<file path="src/serial_cfg_pkg.sv">
/*
 * Constants and carrier types for the serial configuration register bank:
 * register offsets, field positions, reset values, framing counts and
 * the serial engine state encoding.
 * Assumes a 13-bit register address space reached over the serial port.
 */
package serial_cfg_pkg;

   // ==========================================================
   // Register offsets
   localparam logic [12:0] OFF_PORT_CFG = 13'h0000;
   localparam logic [12:0] OFF_READBACK = 13'h0004;
   localparam logic [12:0] OFF_NVM_STATUS = 13'h0B00;
   localparam logic [12:0] OFF_NVM_ERROR = 13'h0B01;
   localparam logic [12:0] OFF_NVM_CTRL1 = 13'h0B02;
   localparam logic [12:0] OFF_NVM_CTRL2 = 13'h0B03;

   // ==========================================================
   // Field positions
   localparam int CFG_OUT_SEL = 7;
   localparam int CFG_LSB_FIRST = 6;
   localparam int CFG_SOFT_RST = 5;
   localparam int RB_ACTIVE = 0;
   localparam int NVC1_WR_EN = 0;
   localparam int NVC1_LOAD = 1;
   localparam int NVC2_STORE = 0;
   localparam int NVS_FLAG = 0;

   // ==========================================================
   // Writable masks and reset values
   localparam logic [7:0] MASK_PORT_CFG = 8'hEF;
   localparam logic [7:0] MASK_I2C_CFG = 8'h2F;
   localparam logic [7:0] MASK_READBACK = 8'h01;
   localparam logic [7:0] MASK_NVM_CTRL1 = 8'h03;
   localparam logic [7:0] MASK_NVM_CTRL2 = 8'h01;
   localparam logic [7:0] RST_PORT_CFG = 8'h00;
   localparam logic [7:0] RST_READBACK = 8'h00;
   localparam logic [7:0] RST_NVM_CTRL1 = 8'h00;
   localparam logic [7:0] RST_NVM_CTRL2 = 8'h00;

   // ==========================================================
   // Framing counts
   localparam logic [3:0] INSTR_LAST = 4'hF;
   localparam logic [2:0] BYTE_LAST = 3'h7;

   typedef enum logic [2:0] {
      ST_IDLE  = 3'b001,
      ST_INSTR = 3'b010,
      ST_DATA  = 3'b100
   } ser_state_t;

   typedef struct packed {
      logic load;
      logic store;
   } nvm_req_t;

   typedef struct packed {
      logic busy;
      logic data_error;
   } nvm_stat_t;

endpackage

</file>
<file path="src/serial_cfg_regs.sv">
/*
 * Serial-port configuration and nonvolatile-store control register bank.
 * A host shifts a 16-bit instruction (read flag, two byte-count bits,
 * 13-bit address, always MSB first) then streams data bytes.
 * Assumes sclk, cs_n, sdio_in, io_update and i2c_mode arrive from outside
 * the ref_clk domain; the nonvolatile engine runs on ref_clk.
 */
// Notes on behaviour
// - Bit7 clear: bidirectional data pin, output pin off
// - Bit7 set: reads only on separate output pin
// - Bit6 clear: MSB first, address decrements
// - Bit6 set: LSB first, address increments
// - I2C operation ignores bit-order bits
// - Soft-reset bit restores all register defaults
// - Soft reset clears on next serial clock
// - I2C: soft reset clears on next SCL
// - Readback bit clear returns buffer registers
// - Readback bit set returns active registers
// - Store write enable; load bit self-clears
// - Store bit starts store then self-clears
`timescale 1ns/1ps

module serial_cfg_regs (
   // Clock, reset, enable
   input wire logic ref_clk,
   input wire logic rst,
   input wire logic ce,
   // Serial port pins
   input wire logic sclk,
   input wire logic cs_n,
   input wire logic sdio_in,
   output logic sdio_out,
   output logic sdio_oe,
   output logic sdo_out,
   output logic sdo_oe,
   // Mode and update pins
   input wire logic i2c_mode,
   input wire logic io_update,
   // Nonvolatile engine
   input wire serial_cfg_pkg::nvm_stat_t nvm_stat,
   output serial_cfg_pkg::nvm_req_t nvm_req,
   output logic soft_reset
);

   // ==========================================================
   // Pin synchronisers
   logic [4:0] sync1_q, sync2_q;
   logic sclk_prev_q, upd_prev_q;
   logic sclk_s, cs_n_s, sdi_s, i2c_s, upd_s;
   logic sclk_rise, sclk_fall, upd_rise;

   // Two flops per pin; only stage two feeds logic
   always_ff @(posedge ref_clk or posedge rst) begin
      if (rst) begin
         sync1_q <= 5'h01;
         sync2_q <= 5'h01;
         sclk_prev_q <= 1'b0;
         upd_prev_q <= 1'b0;
      end else if (ce) begin
         sync1_q <= {sclk, sdio_in, i2c_mode, io_update, cs_n};
         sync2_q <= sync1_q;
         sclk_prev_q <= sclk_s;
         upd_prev_q <= upd_s;
      end
   end

   assign {sclk_s, sdi_s, i2c_s, upd_s, cs_n_s} = sync2_q;
   assign sclk_rise = ce & sclk_s & ~sclk_prev_q;
   assign sclk_fall = ce & ~sclk_s & sclk_prev_q;
   assign upd_rise = ce & upd_s & ~upd_prev_q;

   // ==========================================================
   // Register storage
   logic [7:0] cfg_q, rb_q, nvc1_q, nvc2_q;
   logic [7:0] act_cfg_q, act_rb_q, act_nvc1_q, act_nvc2_q;
   logic lsb_first, wr_en, sr_fire;
   logic [12:0] addr_q;
   logic [7:0] wsh_q, wsh_d;

   // Bit order is meaningless on the I2C port, so it is forced off there
   assign lsb_first = cfg_q[serial_cfg_pkg::CFG_LSB_FIRST] & ~i2c_s;
   // Soft reset fires on the serial clock edge after the write completed
   assign sr_fire = sclk_rise & cfg_q[serial_cfg_pkg::CFG_SOFT_RST] & ~wr_en;

   // Readback mux: status flags bypass both banks
   function automatic logic [7:0] rd_val(input logic [12:0] a);
      logic act;
      act = rb_q[serial_cfg_pkg::RB_ACTIVE];
      rd_val = 8'h00;
      if (a == serial_cfg_pkg::OFF_PORT_CFG) begin
         rd_val = act ? act_cfg_q : cfg_q;
      end else if (a == serial_cfg_pkg::OFF_READBACK) begin
         rd_val = act ? act_rb_q : rb_q;
      end else if (a == serial_cfg_pkg::OFF_NVM_STATUS) begin
         rd_val[serial_cfg_pkg::NVS_FLAG] = nvm_stat.busy;
      end else if (a == serial_cfg_pkg::OFF_NVM_ERROR) begin
         rd_val[serial_cfg_pkg::NVS_FLAG] = nvm_stat.data_error;
      end else if (a == serial_cfg_pkg::OFF_NVM_CTRL1) begin
         rd_val = act ? act_nvc1_q : nvc1_q;
      end else if (a == serial_cfg_pkg::OFF_NVM_CTRL2) begin
         rd_val = act ? act_nvc2_q : nvc2_q;
      end
   endfunction

   // Buffer and active banks; a host write beats any self-clear
   always_ff @(posedge ref_clk or posedge rst) begin
      if (rst) begin
         cfg_q <= serial_cfg_pkg::RST_PORT_CFG;
         rb_q <= serial_cfg_pkg::RST_READBACK;
         nvc1_q <= serial_cfg_pkg::RST_NVM_CTRL1;
         nvc2_q <= serial_cfg_pkg::RST_NVM_CTRL2;
         act_cfg_q <= serial_cfg_pkg::RST_PORT_CFG;
         act_rb_q <= serial_cfg_pkg::RST_READBACK;
         act_nvc1_q <= serial_cfg_pkg::RST_NVM_CTRL1;
         act_nvc2_q <= serial_cfg_pkg::RST_NVM_CTRL2;
      end else if (ce) begin
         if (sr_fire) begin
            cfg_q <= serial_cfg_pkg::RST_PORT_CFG;
            rb_q <= serial_cfg_pkg::RST_READBACK;
            nvc1_q <= serial_cfg_pkg::RST_NVM_CTRL1;
            nvc2_q <= serial_cfg_pkg::RST_NVM_CTRL2;
            act_cfg_q <= serial_cfg_pkg::RST_PORT_CFG;
            act_rb_q <= serial_cfg_pkg::RST_READBACK;
            act_nvc1_q <= serial_cfg_pkg::RST_NVM_CTRL1;
            act_nvc2_q <= serial_cfg_pkg::RST_NVM_CTRL2;
         end else begin
            if (upd_rise) begin
               act_cfg_q <= cfg_q;
               act_rb_q <= rb_q;
               act_nvc1_q <= nvc1_q;
               act_nvc2_q <= nvc2_q;
            end
            if (wr_en && addr_q == serial_cfg_pkg::OFF_PORT_CFG) begin
               cfg_q <= wsh_d & (i2c_s ? serial_cfg_pkg::MASK_I2C_CFG
                                       : serial_cfg_pkg::MASK_PORT_CFG);
            end
            if (wr_en && addr_q == serial_cfg_pkg::OFF_READBACK) begin
               rb_q <= wsh_d & serial_cfg_pkg::MASK_READBACK;
            end
            if (wr_en && addr_q == serial_cfg_pkg::OFF_NVM_CTRL1) begin
               nvc1_q <= wsh_d & serial_cfg_pkg::MASK_NVM_CTRL1;
            end else begin
               nvc1_q[serial_cfg_pkg::NVC1_LOAD] <= 1'b0;
            end
            if (wr_en && addr_q == serial_cfg_pkg::OFF_NVM_CTRL2) begin
               nvc2_q <= wsh_d & serial_cfg_pkg::MASK_NVM_CTRL2;
            end else begin
               nvc2_q[serial_cfg_pkg::NVC2_STORE] <= 1'b0;
            end
         end
      end
   end

   // Commands to the nonvolatile engine, one cycle per set bit
   always_ff @(posedge ref_clk or posedge rst) begin
      if (rst) begin
         nvm_req <= '0;
         soft_reset <= 1'b0;
      end else if (ce) begin
         nvm_req.load <= nvc1_q[serial_cfg_pkg::NVC1_LOAD];
         // Without the write enable a store request is dropped silently
         nvm_req.store <= nvc2_q[serial_cfg_pkg::NVC2_STORE]
                          & nvc1_q[serial_cfg_pkg::NVC1_WR_EN];
         soft_reset <= sr_fire;
      end
   end

   // ==========================================================
   // Serial engine
   serial_cfg_pkg::ser_state_t state_q;
   logic [3:0] cnt_q;
   logic [14:0] instr_q;
   logic rd_q, dout_q;
   logic [7:0] rbyte_q;
   logic [12:0] addr_next, addr_step;
   logic byte_done;

   assign wsh_d = lsb_first ? {sdi_s, wsh_q[7:1]} : {wsh_q[6:0], sdi_s};
   assign byte_done = sclk_rise & (state_q == serial_cfg_pkg::ST_DATA)
                      & (cnt_q[2:0] == serial_cfg_pkg::BYTE_LAST);
   assign wr_en = byte_done & ~rd_q & ~cs_n_s;
   assign addr_next = {instr_q[11:0], sdi_s};
   assign addr_step = lsb_first ? addr_q + 13'h0001 : addr_q - 13'h0001;

   // Instruction then streaming bytes; chip select high aborts the frame
   always_ff @(posedge ref_clk or posedge rst) begin
      if (rst) begin
         state_q <= serial_cfg_pkg::ST_IDLE;
         cnt_q <= 4'h0;
         instr_q <= 15'h0000;
         rd_q <= 1'b0;
         addr_q <= 13'h0000;
         wsh_q <= 8'h00;
         rbyte_q <= 8'h00;
      end else if (ce) begin
         if (cs_n_s) begin
            state_q <= serial_cfg_pkg::ST_IDLE;
            cnt_q <= 4'h0;
         end else begin
            case (state_q)
               serial_cfg_pkg::ST_IDLE: begin
                  state_q <= serial_cfg_pkg::ST_INSTR;
                  cnt_q <= 4'h0;
               end
               serial_cfg_pkg::ST_INSTR: begin
                  if (sclk_rise) begin
                     instr_q <= {instr_q[13:0], sdi_s};
                     cnt_q <= cnt_q + 4'h1;
                     if (cnt_q == serial_cfg_pkg::INSTR_LAST) begin
                        state_q <= serial_cfg_pkg::ST_DATA;
                        rd_q <= instr_q[14];
                        addr_q <= addr_next;
                        rbyte_q <= rd_val(addr_next);
                     end
                  end
               end
               serial_cfg_pkg::ST_DATA: begin
                  if (sclk_rise) begin
                     wsh_q <= wsh_d;
                     cnt_q <= {1'b0, cnt_q[2:0] + 3'h1};
                     if (cnt_q[2:0] == serial_cfg_pkg::BYTE_LAST) begin
                        addr_q <= addr_step;
                        rbyte_q <= rd_val(addr_step);
                     end
                  end
               end
               default: state_q <= serial_cfg_pkg::ST_IDLE;
            endcase
         end
      end
   end

   // Read data changes on the falling edge so the host samples it on the rise
   always_ff @(posedge ref_clk or posedge rst) begin
      if (rst) begin
         dout_q <= 1'b0;
      end else if (sclk_fall && state_q == serial_cfg_pkg::ST_DATA) begin
         dout_q <= lsb_first ? rbyte_q[cnt_q[2:0]]
                             : rbyte_q[3'h7 - cnt_q[2:0]];
      end
   end

   // Pin direction follows the output-select bit
   logic reading;
   assign reading = (state_q == serial_cfg_pkg::ST_DATA) & rd_q & ~cs_n_s;
   assign sdio_oe = reading & ~cfg_q[serial_cfg_pkg::CFG_OUT_SEL];
   assign sdo_oe = reading & cfg_q[serial_cfg_pkg::CFG_OUT_SEL];
   assign sdio_out = dout_q;
   assign sdo_out = dout_q;

   // ==========================================================
   // Assertions
   a_sdo_tristate: assert property (@(posedge ref_clk) disable iff (rst)
      !cfg_q[7] |-> !sdo_oe && (reading == sdio_oe))
      else $error("output pin driven in bidirectional mode");
   a_sdio_input: assert property (@(posedge ref_clk) disable iff (rst)
      cfg_q[7] |-> !sdio_oe && (reading == sdo_oe))
      else $error("data pin driven in unidirectional mode");
   a_addr_decr: assert property (@(posedge ref_clk) disable iff (rst)
      byte_done && ce && !cs_n_s && !cfg_q[6] |=> addr_q == $past(addr_q) - 13'h0001)
      else $error("address did not decrement");
   a_addr_incr: assert property (@(posedge ref_clk) disable iff (rst)
      byte_done && ce && !cs_n_s && cfg_q[6] && !i2c_s
      |=> addr_q == $past(addr_q) + 13'h0001)
      else $error("address did not increment");
   a_i2c_order: assert property (@(posedge ref_clk) disable iff (rst)
      i2c_s |-> !lsb_first)
      else $error("bit order honoured in I2C mode");
   a_soft_defaults: assert property (@(posedge ref_clk) disable iff (rst)
      sr_fire |=> cfg_q == 8'h00 && rb_q == 8'h00 && nvc1_q == 8'h00 && soft_reset)
      else $error("soft reset did not restore defaults");
   a_soft_selfclr: assert property (@(posedge ref_clk) disable iff (rst)
      cfg_q[5] && sclk_rise && !wr_en && !i2c_s |=> !cfg_q[5])
      else $error("soft reset bit stuck after serial clock");
   a_scl_selfclr: assert property (@(posedge ref_clk) disable iff (rst)
      cfg_q[5] && sclk_rise && !wr_en && i2c_s |=> !cfg_q[5])
      else $error("soft reset bit stuck after SCL");
   a_rb_bank: assert property (@(posedge ref_clk) disable iff (rst)
      rd_val(13'h0004) == (rb_q[0] ? act_rb_q : rb_q))
      else $error("readback bank mismatch");
   a_rb_active: assert property (@(posedge ref_clk) disable iff (rst)
      rb_q[0] |-> rd_val(13'h0000) == act_cfg_q)
      else $error("active bank not returned");
   a_load_pulse: assert property (@(posedge ref_clk) disable iff (rst)
      ce && nvc1_q[1] |=> nvm_req.load ##1 (!nvm_req.load || !ce || $past(wr_en)))
      else $error("load trigger not started once");
   a_store_pulse: assert property (@(posedge ref_clk) disable iff (rst)
      ce && nvc2_q[0] && !wr_en |=> !nvc2_q[0] && (nvm_req.store == $past(nvc1_q[0])))
      else $error("store trigger misbehaved");
   a_status_ro: assert property (@(posedge ref_clk) disable iff (rst)
      rd_val(13'h0B00) == {7'h00, nvm_stat.busy}
      && rd_val(13'h0B01) == {7'h00, nvm_stat.data_error})
      else $error("status register not read-only view");

endmodule

</file>
<file path="config.mk">
export PLATFORM = sky130hd
export DESIGN_NAME = serial_cfg_regs
export DESIGN_NICKNAME = d
export VERILOG_FILES = /design/src/serial_cfg_pkg.sv /design/src/serial_cfg_regs.sv
export SDC_FILE = /design/constraint.sdc
export NUM_CORES = 1
export LEC_CHECK = 0
export ABC_AREA = 1
export BUFFER_PORTS_ARGS = -buffer_cell sky130_fd_sc_hd__buf_2
export CAP_MARGIN = 25
export CELL_PAD_IN_SITES_DETAIL_PLACEMENT = 1
export CELL_PAD_IN_SITES_GLOBAL_PLACEMENT = 1
export CORE_MARGIN = 2
export CORE_UTILIZATION = 40
export DETAILED_ROUTE_END_ITERATION = 8
export PLACE_DENSITY_LB_ADDON = 0.1
export SLEW_MARGIN = 30
export SYNTH_ARGS = -nofsm -noshare
export SYNTH_HDL_FRONTEND = slang
export SYNTH_SLANG_ARGS = --single-unit
export TNS_END_PERCENT = 50
</file>
<file path="constraint.sdc">
create_clock -name ref_clk -period 4.4 [get_ports ref_clk]
set_input_delay 1.32 -clock ref_clk [delete_from_list [all_inputs] [get_ports ref_clk]]
set_output_delay 1.32 -clock ref_clk [all_outputs]
set_load 0.05 [all_outputs]
</file>
Yosys cells after proc, flatten, opt, wreduce, memory -nomap -nowiden
Cells that the tools add are included.

$add $sub $neg: 5. Bitwise gates (word level): 27. Multiply operators: 0. $lt $le $gt $ge: 2. Div/mod/pow operators: 0. Reduce and logical (&&, ||, !) cells: 26. Mux-type cells: 65. Shift operators: 0. Eq/ne operators: 26.

Operator list (number): 8-bit 2-to-1 mux (32); 13-bit by 12-bit equality test with 1-bit output, second input constant (10); 13-bit 2-to-1 mux (5); 13-bit by 3-bit equality test with 1-bit output, second input constant (3); 13-bit zero test (3); 7-bit 2-to-1 mux (5); 13-bit one-hot mux with 2 select lines (1); 1-bit AND (18); 8-bit one-hot mux with 2 select lines (1); 4-bit AND reduction (4); 13-bit by 1-bit adder with 13-bit output, second input constant (1); 13-bit by 1-bit subtractor with 13-bit output, second input constant (1); 4-bit 2-to-1 mux (3); 4-bit one-hot mux with 3 select lines (1); 2-bit nonzero test (6); 1-bit 2-to-1 mux (10); 2-bit != test, second input constant (5); 2-bit AND reduction (5); 3-bit 2-to-1 mux (3); 3-bit != test, second input constant (3); 3-bit one-hot mux with 3 select lines (1); 8-bit AND (1); 3-bit by 4-bit less-than comparator with 1-bit output, second input constant (2); 1-bit inverter (8); other kinds (13) (19).

Word-level logic and storage cells: 176. Memories: 0. RAM bits: 0. Input port bits: 10. Latch bits: 0. Register bits after elaboration: 132. Bits in read-only memories: 0.

Longest topological paths before layout
Gate-level depths: netlist of the first run.

Depth after elaboration: 13. Depth in mapped cells: 23. Depth with buffers taken out: 23.

Worst setup path after synthesis of the first run
OpenSTA, ideal clock, no wires.

Kind: register to output. From: reg state_q[1]. To: out sdio_oe. Path buffers: 1. Required time: 3080 ps. Setup slack: 899 ps. Arrival: 2181 ps. Cell stages (with the launch flop): 7. Cells stage by stage: dfrtp_1 -> nor3_1 -> buf_2 -> inv_1 -> nor2_1 -> inv_1 -> nor3_1.

Cells in the longest elaborated chain, start to end: 4.

RTL lines: start, declared (RTL line serial_cfg_regs.sv:170) `serial_cfg_pkg::ser_state_t state_q;`; start signal, assigned (RTL line serial_cfg_regs.sv:188) `state_q <= serial_cfg_pkg::ST_IDLE;`; start signal, assigned (RTL line serial_cfg_regs.sv:197) `state_q <= serial_cfg_pkg::ST_IDLE;`; start signal, assigned (RTL line serial_cfg_regs.sv:202) `state_q <= serial_cfg_pkg::ST_INSTR;`; 3-bit equality test (RTL line serial_cfg_regs.sv:245) `assign reading = (state_q == serial_cfg_pkg::ST_DATA) & rd_q & ~cs_n_s;`; 1-bit AND (2 in series) (RTL line serial_cfg_regs.sv:245); 1-bit AND (RTL line serial_cfg_regs.sv:246) `assign sdio_oe = reading & ~cfg_q[serial_cfg_pkg::CFG_OUT_SEL];`; end, declared (RTL line serial_cfg_regs.sv:33) `output logic sdio_oe,`.

Every way passes these cells.

Worst setup path after layout of the first run
Ends and elaborated chain as after synthesis.

==> results of run 1 <==
==> stage by stage <==
stage / std cells / power (W) / utilization [%]
final: 900 / 0.003600 / 44.85
after global routing: 900 / 0.003920 / 44.85
after CTS: 900 / 0.003639 / 44.85
after detailed placement: 885 / 0.002799 / 42.50
after global placement: 885 / 0.002732 / 42.50
after floorplan: 707 / 0.002348 / -
==> synthesized netlist by cell type, drive strengths merged <==
cell	number
nand2	182
inv	115
dfrtp	86
o21ai	74
nand3	44
a21oi	41
nor2	41
ha	18
nand4	14
o22ai	13
clkbuf	12
nor3	11
nor4	9
mux2i	7
buf	5
o31ai	5
a31oi	4
dfstp	3
o211ai	3
o41ai	3
xor2	3
a211oi	2
nand3b	2
o2111ai	2
o32ai	2
a221o	1
and3	1
clkinv	1
fa	1
o221ai	1
xnor2	1
==> sequential cells by signal (all words and copies together), names as in the netlist, 2 cells and up <==
signal / flops
wsh_q: 8
nvc1_q: 2
addr_q: 13
rbyte_q: 7
act_cfg_q: 7
cfg_q: 7
nvm_req: 2
sync1_q: 5
act_nvc1_q: 2
cnt_q: 4
state_q: 3
sync2_q: 5
instr_q: 15
==> cells in the final DEF (no fill, tap or decap), types with 9 or more instances in the layout <==
cell type / n
sky130_fd_sc_hd__ha_1: 18
sky130_fd_sc_hd__nand4_1: 13
sky130_fd_sc_hd__dfrtp_1: 86
sky130_fd_sc_hd__clkbuf_16: 9
sky130_fd_sc_hd__nor4_1: 9
sky130_fd_sc_hd__o22ai_1: 13
sky130_fd_sc_hd__inv_1: 111
sky130_fd_sc_hd__nand2_1: 174
sky130_fd_sc_hd__buf_2: 16
sky130_fd_sc_hd__nor2_1: 33
sky130_fd_sc_hd__o21ai_0: 68
sky130_fd_sc_hd__nand3_1: 41
sky130_fd_sc_hd__a21oi_1: 40
==> cell families (layout without fill, tap and decap cells) <==
group           count (synthesis)  count (layout)
buf+inv                       133             150
mux                             7               7
xor+xnor                        4               4
compound gates                151             151
fa+ha+maj                      19              19
flops                          89              89
simple gates                  304             304
==> where the power goes <==
| group | total, W | leakage (nW) | internal, W | switching (W) |
|---|---|---|---|---|
| sequential | 0.00121 | 1.15 | 0.00101 | 0.000204 |
| clock | 0.000822 | 0.153 | 0.000495 | 0.000327 |
| combinational | 0.00157 | 1.52 | 0.000497 | 0.00107 |
==> worst max-delay path, delay by kind of cell (launching register included) <==
kind / cells / cell delay, ns
buf+inv: 4 / 1.04
simple gates: 3 / 0.71
flops: 1 / 0.42
==> per-layer routing <==
layer	share of wire [%]	up-vias
li1	-	2354
met3	2.2	12
met5	0	-
met2	49	41
met4	1.6	0
met1	47	2339
==> layout make-up <==
class / count / area [um2] / area share (%)
inverter: 116 / 439.2 / 7.454
tap: 176 / 220.2 / 3.738
clock buffer: 10 / 229.0 / 3.886
sequential: 89 / 2231 / 37.86
timing repair buffer: 19 / 115.1 / 1.954
clock inverter: 5 / 78.83 / 1.338
multi-input combinational: 485 / 2579 / 43.77
==> worst min-delay path by stage <==
stage,from,to,slack [ns],depth (start not counted)
after floorplan,sync1_q[3],sync1_q[3],0.44,2
after global placement,sync1_q[0],sync1_q[0],0.45,2
after detailed placement,sync1_q[0],sync1_q[0],0.46,2
after CTS,sync1_q[0],sync1_q[0],0.47,2
after global routing,sync1_q[0],sync1_q[0],0.51,2
final,sync1_q[0],sync1_q[0],0.47,2
==> impl_metrics.sql, run 1 <==
INSERT INTO impl_metrics (metric_group, metric, value, unit) VALUES
('global_route', 'grt_pass1_wl', '26650', 'um'),
('logic_synthesis', 'synthesis.area', '5318', 'um2'),
('clocking', 'holdBufCountCts', '0', ''),
('detailed_routing', 'drt_pass1_iterations', '4', ''),
('worst_setup_path', 'setup.worst_path.class', 'reg2out', ''),
('logic_synthesis', 'synthXorXnorAreaFrac', '0.8000', '%'),
('global_route', 'gr-usage-met2', '40.19', '%'),
('clocking', 'htree_num_levels', '3', ''),
('floorplan', 'die-area', '14230', 'um2'),
('timing', 'timing.max_slew.rel_slack', '40.71', '%'),
('worst_setup_path', 'critical_path.startpoint', 'state_q[1]', ''),
('timing', 'max_clock_freq', '260.6', 'MHz'),
('detailed_routing', 'number_of_remaining_drc_errors', '0', ''),
('logic_synthesis', 'synthMuxAreaShare', '1.318', '%'),
('placed_design', 'gpl_wtd_cong', '0.8632', ''),
('global_route', 'grt_antenna_before_repair', '0', ''),
('logic_synthesis', 'synth_fa_ha_area_share', '4.612', '%'),
('logic_synthesis', 'post_synthesis_cell_count', '707', ''),
('detailed_routing', 'final_antenna_net_count', '0', ''),
('layout', 'filler_cell_count', '1653', ''),
('worst_setup_path', 'critical_path.most_common_cell', 'sky130_fd_sc_hd__inv_1', ''),
('timing', 'rsz0062_at_grt', 'false', ''),
('worst_setup_path', 'rr_startpoint', 'cfg_q[6]', ''),
('worst_setup_path', 'critical_path.startpoint_type', 'flip-flop', ''),
('logic_synthesis', 'synth_compound_gate_area_share', '16.05', '%'),
('timing', 'timing.hold.ws', '0.4658', 'ns'),
('global_route', 'grt_most_used_layer', 'met2', ''),
('timing', 'final_min_period_over_clock_period', '87.21', '%'),
('clocking', 'cts_made_buffers', '9', ''),
('placed_design', 'portBuffers', '16', ''),
('worst_setup_path', 'worst_path_max_delay_cell', 'sky130_fd_sc_hd__dfrtp_1', ''),
('timing', 'setup_tns_final', '0', 'ns'),
('floorplan', 'die_height', '119.3', 'um'),
('global_route', 'number_of_global_route_vias_before_repair', '5023', ''),
('layout', 'num-nets-final', '749', ''),
('worst_setup_path', 'worst_ep_required_time', '3.08', 'ns'),
('logic_synthesis', 'synth_area_leaders', 'sky130_fd_sc_hd__dfrtp_1 40%, sky130_fd_sc_hd__nand2_1 12%, sky130_fd_sc_hd__inv_1 7.9%', ''),
('placed_design', 'place_ws', '0.9513', 'ns'),
('clocking', 'cts_num_sinks', '89', ''),
('power', 'ir_worst_vdd', '0.2758', 'mV'),
('logic_synthesis', 'mappedNetlistNets', '736', ''),
('detailed_routing', 'dr_total_vias', '4746', ''),
('logic_synthesis', 'combinational_family_with_the_most_area_after_synthesis', 'simple AND/OR/NAND/NOR gates', ''),
('timing', 'tightestPinTransition', '0.8872', 'ns'),
('detailed_routing', 'finalWirelength', '15830', 'um'),
('worst_setup_path', 'end_kind', 'output pin', ''),
('logic_synthesis', 'synth_top_area_share', '40.47', '%'),
('global_route', 'grt_use_met1', '32.37', '%'),
('detailed_routing', 'average_wire_length_per_cell_after_detail_routing', '17.59', 'um'),
('floorplan', 'fp.coreArea', '13140', 'um2'),
('global_route', 'grt_util_all_layers', '23.97', '%'),
('clocking', 'post_cts.repair.setup_buffers', '0', ''),
('worst_setup_path', 'crit_arrival', '2.52', 'ns'),
('worst_setup_path', 'critPathMaxStageDelay', '0.42', 'ns'),
('worst_setup_path', 'crit_chain', 'nor3_2 -> buf_4 -> inv_1 -> nor2_1 -> inv_1 -> nor3_1 -> buf_2', ''),
('placed_design', 'placement.cell_area', '5584', 'um2'),
('logic_synthesis', 'count_of_cell_types_in_the_netlist', '45', ''),
('worst_setup_path', 'endpoint', 'sdio_oe', ''),
('timing', 'fin_worst_skew', '0.01435', 'ns'),
('logic_synthesis', 'count_of_state_elements_after_synthesis', '89', ''),
('layout', 'num_antenna_cells', '0', ''),
('logic_synthesis', 'ys.warnings.count', '0', ''),
('clocking', 'worst_skew_pair.late_latency', '0.35', 'ns'),
('worst_setup_path', 'r2r-end', 'rbyte_q[2]', ''),
('layout', 'area_growth', '10.80', '%'),
('global_route', 'grt_max_degree', '47', ''),
('placed_design', 'dp_hpwl', '12180', 'um'),
('timing', 'period_minus_slack', '3.837', 'ns'),
('worst_setup_path', 'critPathMaxFanout', '20', ''),
('timing', 'setup_viol_count_final', '0', ''),
('run_status', 'outcome', 'completed', '');
No activity file was read; power rests on OpenSTA's default activity.
==> run 2, diff against run 1 <==
--- a/config.mk
+++ b/config.mk
@@ -13,7 +13,7 @@
 export CORE_MARGIN = 2
 export CORE_UTILIZATION = 40
 export DETAILED_ROUTE_END_ITERATION = 8
-export PLACE_DENSITY_LB_ADDON = 0.1
+export PLACE_DENSITY = 0.68
 export SLEW_MARGIN = 30
 export SYNTH_ARGS = -nofsm -noshare
 export SYNTH_HDL_FRONTEND = slang
==> run 2 against run 1 <==
  * Sequential power about the same
  * First-iteration DRC count rose by 17%
  * Clock skew is 0.0073 ns lower
  * Cell area down 0.62%
  * Final cell count unchanged
  * Core utilization shrank 0.28 points
  * Maximum frequency about the same
  * Wire length decreased by 4.1%
  * Flip-flop and latch count unchanged
  * Worst setup slack better by 0.00074 ns
  * Clock power is 9.5% lower
  * Via count rose by 0.86%
==> impl_metrics.sql, run 2 (synthesis gave the netlist of run 1 again) <==
INSERT INTO impl_metrics (metric_group, metric, value, unit) VALUES
('worst_setup_path', 'critPathMaxFanout', '20', ''),
('timing', 'setup_tns_final', '0', 'ns'),
('worst_setup_path', 'end_kind', 'output pin', ''),
('layout', 'fraction_of_layout_cells_with_a_size_suffix_above_1', '9.254', '%'),
('timing', 'tightestPinTransition', '0.8492', 'ns'),
('floorplan', 'die_height', '119.3', 'um'),
('worst_setup_path', 'crit_buf_inv', '4', ''),
('global_route', 'grt_antenna_before_repair', '0', ''),
('timing', 'timing.hold.ws', '0.4667', 'ns'),
('worst_setup_path', 'critical_path.startpoint_type', 'flip-flop', ''),
('detailed_routing', 'detail_route.iter0.violations', '227', ''),
('floorplan', 'fp.coreArea', '13140', 'um2'),
('clocking', 'holdBufCountCts', '0', ''),
('clocking', 'cts_made_buffers', '9', ''),
('worst_setup_path', 'crit_chain', 'nor3_2 -> buf_4 -> inv_1 -> nor2_1 -> inv_1 -> nor3_1 -> buf_2', ''),
('placed_design', 'dp_hpwl', '11770', 'um'),
('floorplan', 'die-width', '119.3', 'um'),
('layout', 'largest_register_ff_count', '15', ''),
('job', 'max_cap_viol_count', '0', ''),
('timing', 'period_minus_slack', '3.836', 'ns'),
('power', 'power.switching', '0.001591', 'W'),
('detailed_routing', 'average_wire_length_per_cell_after_detail_routing', '16.87', 'um'),
('timing', 'timing.max_slew.rel_slack', '43.25', '%'),
('timing', 'max_clock_freq', '260.7', 'MHz'),
('detailed_routing', 'drt_pass1_iterations', '4', ''),
('layout', 'finish.utilization', '44.57', '%'),
('timing', 'final_min_period_over_clock_period', '87.19', '%'),
('floorplan', 'die-area', '14230', 'um2'),
('global_route', 'grt_pass1_wl', '25140', 'um'),
('layout', 'num_antenna_cells', '0', ''),
('power', 'ir_worst_vdd', '0.2257', 'mV'),
('worst_setup_path', 'critical_path.most_common_cell', 'sky130_fd_sc_hd__inv_1', ''),
('worst_setup_path', 'worst_ep_required_time', '3.08', 'ns'),
('layout', 'registers.top_by_ff_count', 'instr_q', ''),
('timing', 'drv_slew', '0', ''),
('clocking', 'post_cts.repair.setup_buffers', '0', ''),
('clocking', 'cts_num_sinks', '89', ''),
('clocking', 'number_of_cells_upsized_or_downsized_after_cts', '0', ''),
('power', 'sequentialPowerShare', '34.2', '%'),
('layout', 'layout_common_cells', '174 x sky130_fd_sc_hd__nand2_1, 111 x sky130_fd_sc_hd__inv_1, 86 x sky130_fd_sc_hd__dfrtp_1, 68 x sky130_fd_sc_hd__o21ai_0, 41 x sky130_fd_sc_hd__nand3_1', ''),
('clocking', 'clock-root-buffer', 'sky130_fd_sc_hd__clkbuf_16', ''),
('global_route', 'grt_util_all_layers', '22.60', '%'),
('power', 'power_leakage', '2.814', 'nW'),
('min_path', 'min-delay-path-class', 'reg2reg', ''),
('global_route', 'grt_max_degree', '36', ''),
('run_status', 'outcome', 'completed', ''),
('power', 'comb_power_share', '44.7', '%'),
('clocking', 'cts_clock_pin_slew_for_the_worst_setup_and_hold_paths', '0.06', 'ns'),
('layout', 'most_frequent_standard_cell_in_the_layout_excluding_fill_and_tap_cells', 'sky130_fd_sc_hd__nand2_1', ''),
('layout', 'filler_cell_count', '1671', ''),
('clocking', 'htree_num_levels', '3', ''),
('global_route', 'number_of_global_route_vias_before_repair', '4864', ''),
('clocking', 'worst_skew_pair.late_latency', '0.35', 'ns'),
('detailed_routing', 'final_antenna_net_count', '0', ''),
('layout', 'seqCellArea', '2231', 'um2'),
('timing', 'rsz0062_at_grt', 'false', ''),
('placed_design', 'gpl_wtd_cong', '0.8430', ''),
('placed_design', 'portBuffers', '16', ''),
('placed_design', 'placed_cells', '886', ''),
('timing', 'final-hold-violation-count', '0', ''),
('layout', 'num-nets-final', '750', ''),
('timing', 'fin_worst_skew', '0.007081', 'ns'),
('detailed_routing', 'number_of_remaining_drc_errors', '0', ''),
('layout', 'area_growth', '10.12', '%'),
('worst_setup_path', 'critical_path.top_delay_family', 'buffers and inverters', ''),
('global_route', 'globalRoute.totalOverflow', '0', ''),
('worst_setup_path', 'setup.worst_path.class', 'reg2out', ''),
('layout', 'finalNonFillerCells', '900', ''),
('detailed_routing', 'finalWirelength', '15180', 'um'),
('worst_setup_path', 'critPathMaxStageDelay', '0.42', 'ns'),
('clocking', 'max-clock-path-buffers', '2', ''),
('power', 'switching_share', '45.07', '%'),
('detailed_routing', 'viasPerCell', '5.319', ''),
('power', 'clkPwrFrac', '21.1', '%'),
('floorplan', 'std_cell_rows', '42', ''),
('floorplan', 'initial_core_utilization', '40.48', '%'),
('power', 'power.density', '603.0', 'nW/um2'),
('timing', 'setup_viol_count_final', '0', ''),
('worst_setup_path', 'crit_arrival', '2.52', 'ns'),
('floorplan', 'top_level_port_count', '17', ''),
('clocking', 'tritoncts', 'done', ''),
('worst_setup_path', 'worst_path_max_delay_cell', 'sky130_fd_sc_hd__dfrtp_1', ''),
('power', 'internal-power', '0.001940', 'W'),
('layout', 'biggestRegsByFlops', 'instr_q x15, addr_q x13, wsh_q x8', ''),
('detailed_routing', 'dr_total_vias', '4787', ''),
('layout', 'multiInputGateArea', '2579', 'um2');
[run 2: power groups by stage]
stage	Combinational, W	Clock [W]	Sequential (W)
3_5_place_dp	0.00158	0	0.00122
3_3_place_gp	0.00152	0	0.00122
6_report	0.00158	0.000744	0.00121
5_1_grt	0.00181	0.000795	0.00124
2_1_floorplan	0.00118	0	0.00116
4_1_cts	0.00159	0.000764	0.00121
[run 2: worst paths after layout]
kind / start / endpoint / slack, ns / depth (start not counted)
max reg2reg: sync2_q[2] / rbyte_q[0] / 1.11 / 19
min reg2reg: sync1_q[0] / sync1_q[0] / 0.47 / 2
max: state_q[1] / sdio_oe / 0.56 / 7
min: sync1_q[0] / sync1_q[0] / 0.47 / 2
min in group asynchronous: rst / sclk_prev_q / 0.93 / 2
max in group asynchronous: rst / addr_q[12] / 2.69 / 3
[run 2: through the flow]
stage,worst slack [ns],cell area (um2),power (W)
after global routing,0.3549,5856,0.003842
after floorplan,0.7781,5318,0.002348
after global placement,1.025,5579,0.002734
after detailed placement,0.9088,5579,0.002799
final,0.5637,5856,0.003531
after CTS,0.5272,5856,0.003560
[run 2: layout make-up]
cell class                      count  share of cell area (%)
Multi-Input combinational cell    485                   44.04
Sequential cell                    89                   38.10
Inverter                          116                   7.500
Clock buffer                       11                   3.974
Tap cell                          176                   3.761
Timing Repair Buffer               20                   1.880
Clock inverter                      3                  0.7479
[run 2: metal layers]
metal,GRT usage [%],share of wire [%]
met1,30.68,48
met2,37.32,48
met3,3.352,2.7
met4,7.132,1.7
met5,0,0
[run 2: worst reg2reg max path, delay by kind of cell (launching register included)]
kind | cells | cell delay [ns]
AOI/OAI and AO/OA | 1 | 0.11
DFF | 1 | 0.46
buffers and inverters | 1 | 0.35
adders and majority gates | 1 | 0.50
and+or+nand+nor | 16 | 1.80
